<file path="src/abqd_pkg.sv">
// package for the adapter bus quarter demultiplexer
// assumes a 40 MHz system clock sampling the slow adapter bus clocks
package abqd_pkg;

  // ----------------------------------------------------------------
  // bus field layout
  // ----------------------------------------------------------------
  localparam int ABQD_BYTE_W      = 8;
  localparam int ABQD_ADDR_W      = 15;
  localparam int ABQD_EXT_W       = 5;
  localparam int ABQD_STAT_RXDATA = 6;   // status bit: received frame data
  localparam int ABQD_STAT_RXNEW  = 7;   // status bit: first word of new frame

  // ----------------------------------------------------------------
  // reset values
  // ----------------------------------------------------------------
  localparam logic [7:0]  ABQD_BYTE_RST = 8'h00;
  localparam logic [14:0] ABQD_ADDR_RST = 15'h0000;
  localparam logic [4:0]  ABQD_EXT_RST  = 5'h00;
  localparam logic [1:0]  ABQD_SYNC_RST = 2'h0;

  // ----------------------------------------------------------------
  // quarter tracker, gray coded along 1Q-2Q-3Q-4Q
  // ----------------------------------------------------------------
  typedef enum logic [1:0] {
    ABQD_Q1 = 2'h0,
    ABQD_Q2 = 2'h1,
    ABQD_Q3 = 2'h3,
    ABQD_Q4 = 2'h2
  } abqd_quarter_type;

  // ----------------------------------------------------------------
  // carriers
  // ----------------------------------------------------------------
  typedef struct packed {
    logic [7:0] high_byte_mux_lines;
    logic [7:0] low_byte_mux_lines;
    logic       high_ext_addr_parity_line;
    logic       low_ext_addr_parity_line;
  } abqd_bus_type;

  typedef struct packed {
    logic [4:0]  extended_address_bits;
    logic [14:0] address;
  } abqd_addr_type;

  typedef struct packed {
    logic [7:0] status;
    logic       rx_data_word;
    logic       rx_new_frame;
  } abqd_stat_type;

  typedef struct packed {
    logic [15:0] data;
    logic        parity_high;
    logic        parity_low;
    logic        write;
  } abqd_data_type;

  typedef struct packed {
    logic [1:0]       lead_sync;
    logic [1:0]       lag_sync;
    logic [1:0]       rst_sync;
    logic [1:0]       en_sync;
    logic [1:0]       dir_sync;
    abqd_bus_type     bus_s1;
    abqd_bus_type     bus_s2;
    logic             lead_prev;
    logic             lag_prev;
    abqd_quarter_type quarter;
    abqd_addr_type    addr;
    abqd_stat_type    stat;
    abqd_data_type    data;
    logic             addr_valid;
    logic             stat_valid;
    logic             data_valid;
  } abqd_state_type;

endpackage

</file>
<file path="src/abqd_demux.sv">
// adapter bus quarter demultiplexer: snoops a time-multiplexed memory bus
// assumes bus pins are asynchronous to clk_in and the bus clocks run far below 40 MHz
//
// Summary of operation
// - high byte first quarter: AX4 then A0-A6
// - high byte second quarter carries status bits
// - high byte last half: data bits 0-7
// - high byte line zero is msb
// - low byte first quarter: A7-A14
// - low byte second quarter repeats AX4, A0-A6
// - low byte last half: data bits 8-15
// - low byte line zero is msb
// - high ext line: AX1 then AX0
// - high ext line last half: high parity
// - low ext line: AX3 then AX2
// - low ext line last half: low parity
`timescale 1ns/1ps

module abqd_demux
  import abqd_pkg::*;
(
  // system
  input  wire logic                  clk_in,
  input  wire logic                  reset_n_in,
  // adapter bus pins, all driven by the bus master
  input  wire abqd_pkg::abqd_bus_type bus_in,
  input  wire logic                  bus_clock_lead_in,
  input  wire logic                  bus_clock_lag_in,
  input  wire logic                  buffer_enable_n_in,
  input  wire logic                  transfer_direction_in,
  input  wire logic                  memory_bus_reset_n_in,
  // captured address
  output logic                       addr_valid_out,
  output abqd_pkg::abqd_addr_type    addr_out,
  // captured status
  output logic                       stat_valid_out,
  output abqd_pkg::abqd_stat_type    stat_out,
  // captured data
  output logic                       data_valid_out,
  output abqd_pkg::abqd_data_type    data_out,
  output logic                       parity_ok_out
);
  import abqd_pkg::*;

  abqd_state_type st_ff;
  abqd_state_type nxt_st;

  logic lead_rise;
  logic lead_fall;
  logic lag_rise;
  logic lag_fall;
  logic bus_rst_n;

  // ----------------------------------------------------------------
  // edge detection on the second synchroniser stage only
  // ----------------------------------------------------------------
  // lag trails lead by a quarter clock, so the four edges split a bus
  // clock into four; one memory cycle is two bus clocks
  assign lead_rise = st_ff.lead_sync[1] & ~st_ff.lead_prev;
  assign lead_fall = ~st_ff.lead_sync[1] & st_ff.lead_prev;
  assign lag_rise  = st_ff.lag_sync[1] & ~st_ff.lag_prev;
  assign lag_fall  = ~st_ff.lag_sync[1] & st_ff.lag_prev;
  assign bus_rst_n = st_ff.rst_sync[1];

  // ----------------------------------------------------------------
  // next state
  // ----------------------------------------------------------------
  // a quarter is closed by the lag-clock edge in its middle so the
  // sampled bus (bus_s2) has settled; the lead edge opens the next one
  always_comb begin
    nxt_st = st_ff;
    nxt_st.lead_sync = {st_ff.lead_sync[0], bus_clock_lead_in};
    nxt_st.lag_sync  = {st_ff.lag_sync[0], bus_clock_lag_in};
    nxt_st.rst_sync  = {st_ff.rst_sync[0], memory_bus_reset_n_in};
    nxt_st.en_sync   = {st_ff.en_sync[0], buffer_enable_n_in};
    nxt_st.dir_sync  = {st_ff.dir_sync[0], transfer_direction_in};
    nxt_st.bus_s1    = bus_in;
    nxt_st.bus_s2    = st_ff.bus_s1;
    nxt_st.lead_prev = st_ff.lead_sync[1];
    nxt_st.lag_prev  = st_ff.lag_sync[1];
    nxt_st.addr_valid = 1'b0;
    nxt_st.stat_valid = 1'b0;
    nxt_st.data_valid = 1'b0;
    // quarter tracking: lead rising starts 1Q and 3Q alternately; the
    // bus enable is not used here, since a cycle without data phase
    // still runs through 3Q and 4Q and must not be taken as an address
    if (lead_rise) begin
      nxt_st.quarter = (st_ff.quarter == ABQD_Q2) ? ABQD_Q3 : ABQD_Q1;
    end else if (lead_fall) begin
      case (st_ff.quarter)
        ABQD_Q1: nxt_st.quarter = ABQD_Q2;
        ABQD_Q3: nxt_st.quarter = ABQD_Q4;
        default: nxt_st.quarter = st_ff.quarter;
      endcase
    end
    // quarter one: address, lines read msb first on line zero
    if (lag_rise && st_ff.quarter == ABQD_Q1) begin
      nxt_st.addr.extended_address_bits[4] = st_ff.bus_s2.high_byte_mux_lines[7];
      for (int i = 0; i < 7; i++) begin
        nxt_st.addr.address[i] = st_ff.bus_s2.high_byte_mux_lines[6 - i];
      end
      for (int i = 0; i < ABQD_BYTE_W; i++) begin
        nxt_st.addr.address[7 + i] = st_ff.bus_s2.low_byte_mux_lines[7 - i];
      end
      nxt_st.addr.extended_address_bits[1] = st_ff.bus_s2.high_ext_addr_parity_line;
      nxt_st.addr.extended_address_bits[3] = st_ff.bus_s2.low_ext_addr_parity_line;
    end
    // quarter two: status, plus AX0 and AX2; AX4 in the low byte repeat is a cross check
    if (lag_fall && st_ff.quarter == ABQD_Q2) begin
      nxt_st.stat.status = st_ff.bus_s2.high_byte_mux_lines;
      nxt_st.stat.rx_data_word =
        st_ff.bus_s2.high_byte_mux_lines[7 - ABQD_STAT_RXDATA];
      nxt_st.stat.rx_new_frame =
        st_ff.bus_s2.high_byte_mux_lines[7 - ABQD_STAT_RXNEW];
      nxt_st.addr.extended_address_bits[0] = st_ff.bus_s2.high_ext_addr_parity_line;
      nxt_st.addr.extended_address_bits[2] = st_ff.bus_s2.low_ext_addr_parity_line;
      if (st_ff.bus_s2.low_byte_mux_lines[7] == st_ff.addr.extended_address_bits[4]) begin
        nxt_st.addr_valid = 1'b1;
      end
      nxt_st.stat_valid = 1'b1;
    end
    // last half: data captured by the lag edge inside quarter four while
    // buffers are enabled; that edge is a falling one, as in quarter two
    if (lag_fall && st_ff.quarter == ABQD_Q4 && !st_ff.en_sync[1]) begin
      for (int i = 0; i < ABQD_BYTE_W; i++) begin
        nxt_st.data.data[i]     = st_ff.bus_s2.high_byte_mux_lines[7 - i];
        nxt_st.data.data[8 + i] = st_ff.bus_s2.low_byte_mux_lines[7 - i];
      end
      nxt_st.data.parity_high = st_ff.bus_s2.high_ext_addr_parity_line;
      nxt_st.data.parity_low  = st_ff.bus_s2.low_ext_addr_parity_line;
      nxt_st.data.write       = st_ff.dir_sync[1];
      nxt_st.data_valid       = 1'b1;
    end
    // bus reset from the master clears holding registers like a local reset
    if (!bus_rst_n) begin
      nxt_st.quarter = ABQD_Q1;
      nxt_st.addr    = '{extended_address_bits: ABQD_EXT_RST, address: ABQD_ADDR_RST};
      nxt_st.stat    = '{status: ABQD_BYTE_RST, rx_data_word: 1'b0, rx_new_frame: 1'b0};
      nxt_st.data    = '{data: {ABQD_BYTE_RST, ABQD_BYTE_RST}, parity_high: 1'b0,
                         parity_low: 1'b0, write: 1'b0};
      nxt_st.addr_valid = 1'b0;
      nxt_st.stat_valid = 1'b0;
      nxt_st.data_valid = 1'b0;
    end
  end

  // ----------------------------------------------------------------
  // state register
  // ----------------------------------------------------------------
  always_ff @(posedge clk_in) begin
    if (!reset_n_in) begin
      st_ff <= '0;
      st_ff.rst_sync <= ABQD_SYNC_RST;
      st_ff.quarter  <= ABQD_Q1;
    end else begin
      st_ff <= nxt_st;
    end
  end

  // ----------------------------------------------------------------
  // outputs
  // ----------------------------------------------------------------
  // parity sense is not fixed by the bus, so odd parity is reported only
  assign addr_valid_out = st_ff.addr_valid;
  assign addr_out       = st_ff.addr;
  assign stat_valid_out = st_ff.stat_valid;
  assign stat_out       = st_ff.stat;
  assign data_valid_out = st_ff.data_valid;
  assign data_out       = st_ff.data;
  assign parity_ok_out  = (^{st_ff.data.data[7:0], st_ff.data.parity_high}) &
                          (^{st_ff.data.data[15:8], st_ff.data.parity_low});

endmodule

</file>
<file path="config.mk">
export PLATFORM = sky130hd
export DESIGN_NAME = abqd_demux
export DESIGN_NICKNAME = d
export VERILOG_FILES = /design/src/abqd_pkg.sv /design/src/abqd_demux.sv
export SDC_FILE = /design/constraint.sdc
export NUM_CORES = 1
export LEC_CHECK = 0
export ABC_AREA = 1
export BUFFER_PORTS_ARGS = -buffer_cell sky130_fd_sc_hd__buf_2
export CAP_MARGIN = 40
export CORE_UTILIZATION = 35
export CTS_CLUSTER_DIAMETER = 120
export DETAILED_ROUTE_END_ITERATION = 16
export SLEW_MARGIN = 10
export SYNTH_ARGS = -nofsm -noshare
export SYNTH_HDL_FRONTEND = slang
export SYNTH_SLANG_ARGS = --single-unit
</file>
<file path="constraint.sdc">
create_clock -name clk_in -period 1.2 [get_ports clk_in]
set_input_delay 0.06 -clock clk_in [delete_from_list [all_inputs] [get_ports clk_in]]
set_output_delay 0.06 -clock clk_in [all_outputs]
set_load 0.005 [all_outputs]
</file>
==> summary.txt <==
STA
  – Final WS setup: -328 ps
  – Slew of the pin with the lowest slew margin: about 330 ps
  – Crit share post-route: 127%
  – Final hold vios: 0
  – Final min period: 1530 ps
  – Max Slew Vio Count: 0
  – Clk_skew: ~11 ps
  – RSZ-0062 raised after global routing: yes
  – Slew Limit Headroom: between 70% and 80%
  – Final setup fails: 19
  – Fmax: around 650 MHz

Routing
  – Routed met2 length: between 3 and 4 mm
  – WL met3: approximately 270 um
  – ANT nets after route: 0
  – DRT Wirelength: 7.96 mm
  – Top sig layer: met4
  – WL per Instance: between 10 and 15 um
  – WL met1: ~3.7 mm
  – Vias: 2,905
  – DRC errors left: 0
  – Vias per Instance: roughly 4.2
  – Iteration-0 DRC Markers: between 90 and 100
  – Router iterations before antenna repair: 5

Global route
  – First-pass GRT wire length: around 12 mm
  – Remaining Overflow, GRT: 0
  – Via count of the first global-routing pass: around 2.6k
  – Largest net degree at the start of global routing: 37
  – Total GRT Usage: ~14%
  – Initial antenna violation count: 0

Worst setup path
  – Crit Path Category: reg2out
  – CP Data Required Time: approximately 1100 ps
  – CP Max Fanout: 3
  – Crit. End Element: output pin
  – Critical path arrival: roughly 1500 ps
  – Worst setup SP type: register

Clock network
  – Num CTS Buffers: 9
  – Max H-tree Level: 3
  – CTS tree: done
  – Clock sinks: 100
  – Skew-Pair Late Insertion Delay: around 360 ps
  – Worst-case clock buffer depth: 2
  – Clk slew on worst S/H paths: about 90 ps
  – CTS root buf: clkbuf_8

Yosys
  – Synthesized Nets: just over 500
  – Largest family of logic cells by synthesized area: buffers and inverters
  – Post-synth top flop: dfxtp_1
  – Synth cell types: 26
  – Cells after Synth: just under 500
  – Number of flops mapped to enable cells by yosys: 0
  – FF+latch count, synth: 100
  – Proportion of synthesized area in mux cells: 0%
  – Synthesized-area fraction occupied by adder cells: 0.322%
  – Synth Area in Simple Gates: roughly a fifth
  – Yosys warnings: 0
  – Sequential fraction of the synthesis area: about 52%
  – Mapped cell area: slightly below 4000 um^2
  – Syn_area_per_cell: about 8.1 um^2
  – Post-synthesis compound-gate area fraction: 9.02%
  – XOR/XNOR share of the synthesized area: roughly 1.1%
  – Asr flop ratio synth: 0%

Pwr
  – Psw: 1350 uW
  – Power per cell area: about 1200 nW/um^2
  – Logic pwr share: 4.9%
  – Total power: ~5900 uW
  – Max IR drop VDD: between 500 and 600 uV
  – Sequential share of power: about 60%
  – Leakage: 0.00249 uW
  – Clock network power share: between 30% and 40%
  – Switching share of power: between 20% and 30%
  – Internal Power: 4510 uW

Place
  – Pre-CTS WS: 6.06 ps
  – Routability Congestion: 0.757
  – Post-DP HPWL: approximately 5.3 mm
  – Number of port buffers: slightly below 80

Floorplan
  – Die X: ~110 um
  – Die area: ~12,000 um^2
  – IO Count: between 70 and 80
  – Initial core utilization: between 30 and 40%
  – Cell Rows: 38
  – Vert. Die Dim: ~110 um
  – Core area: roughly 11,000 um^2

Cells and area
  – Most frequent cells in the layout: 136 x nand2_1, 85 x dfxtp_1, 77 x buf_2
  – Fill cell count: roughly 1.1k
  – Most common cell after layout, fill and taps aside: nand2_1
  – Area Overhead vs Synth: 29.5%
  – Layout cell share with drive strength beyond 1: around 38%
  – Final core utilization: between 40% and 50%
  – Antenna diodes: 0
  – Nets@finish: 580

Min path
  – Min-delay worst type: in2reg

Status
  – Outcome: finished with violations
  – Failing checks: negative setup slack

Run
  – Maximum capacitance violations: 0
[layout make-up]
| class | instances | area [um^2] | share of cell area [%] |
|---|---|---|---|
| Sequential cell | 100 | 2020 | 40.2 |
| Multi-Input combinational cell | 244 | 1420 | 28.2 |
| Timing Repair Buffer | 124 | 910 | 18.1 |
| Inverter | 73 | 290 | 5.77 |
| Tap cell | 140 | 175 | 3.48 |
| Clock buffer | 9 | 124 | 2.46 |
| Clock inverter | 7 | 73.8 | 1.47 |
| Timing Repair inverter | 2 | 16.3 | 0.323 |
[path summary, 6_finish.rpt]
check	startpoint	end	slack (ps)	cells past startpoint
max	data_out[11]	parity_ok_out	-330	12
min	reset_n_in	st_ff[52]	50	3
max reg2reg	st_ff[52]	addr_out[9]	-80	6
min reg2reg	nxt_st[61]	st_ff[61]	420	2
[worst max-delay path: stages, from the launching register on]
cell,delay (ps)
dfxtp_2,340
inv_2,60
nand2_2,50
nand2_1,60
nand2_1,70
nand2_1,70
nand2_2,60
nand2_2,60
nand2_1,40
nand2_1,50
inv_1,30
nor2_1,100
buf_2,120
[synth_stat cells (2+ instances only)]
cell type,number,area (um^2)
inv_1,69,259
clkbuf_1,5,18.8
nand2_1,162,608
a21oi_1,33,165
buf_4,50,375
xnor2_1,3,26.3
a21oi_2,5,43.8
nor2_1,16,60.1
a211oi_2,10,125
nand3_1,6,30.0
buf_2,7,35.0
inv_2,2,7.51
dfxtp_1,100,2000
xor2_1,2,17.5
[cells by family after synthesis]
logic type,count (synthesis)
and+or+nand+nor,188
buffers and inverters,138
AOI/OAI and AO/OA,50
xor gates and xnor gates,5
DFF,100
adders and majority gates,1
[stage by stage]
stage	area, um^2	std cells	TNS (ps)	hold WS [ps]
2_1_floorplan	3880	482	0	158
3_3_place_gp	4150	650	0	244
3_5_place_dp	4150	650	0	246
4_1_cts	4650	692	-315	38.8
5_1_grt	5030	699	-2730	36.4
6_report	5030	699	-1530	54.3
[registers in the layout, summed over array words and instances, names as in the netlist]
register	count
st_ff	24
stat_out	8
stat_valid_out	1
nxt_st	25
data_valid_out	1
bus_rst_n	1
addr_valid_out	1
addr_out	20
data_out	19
[per-layer routing]
metal	track usage, %	up-vias
li1	-	1544
met1	16.8	1291
met2	23.5	55
met3	3.33	15
met4	4.70	0
met5	0	-
[power by group through the flow]
stage	logic, uW	registers (uW)	clock network [uW]
after CTS	252	3430	2210
after global routing	321	3440	2360
after global placement	190	3500	0
after floorplan	115	3490	0
after detailed placement	192	3510	0
final	284	3430	2140
[repair_timing]
item,CTS,global route
hold buffers,23,0
pin swaps,4,17
resized for setup,27,76
setup endpoints to repair,3,36
endpoints found under the hold margin,23,0
cloned,1,5
setup buffers,2,2
(Power assumes the default switching activity.)
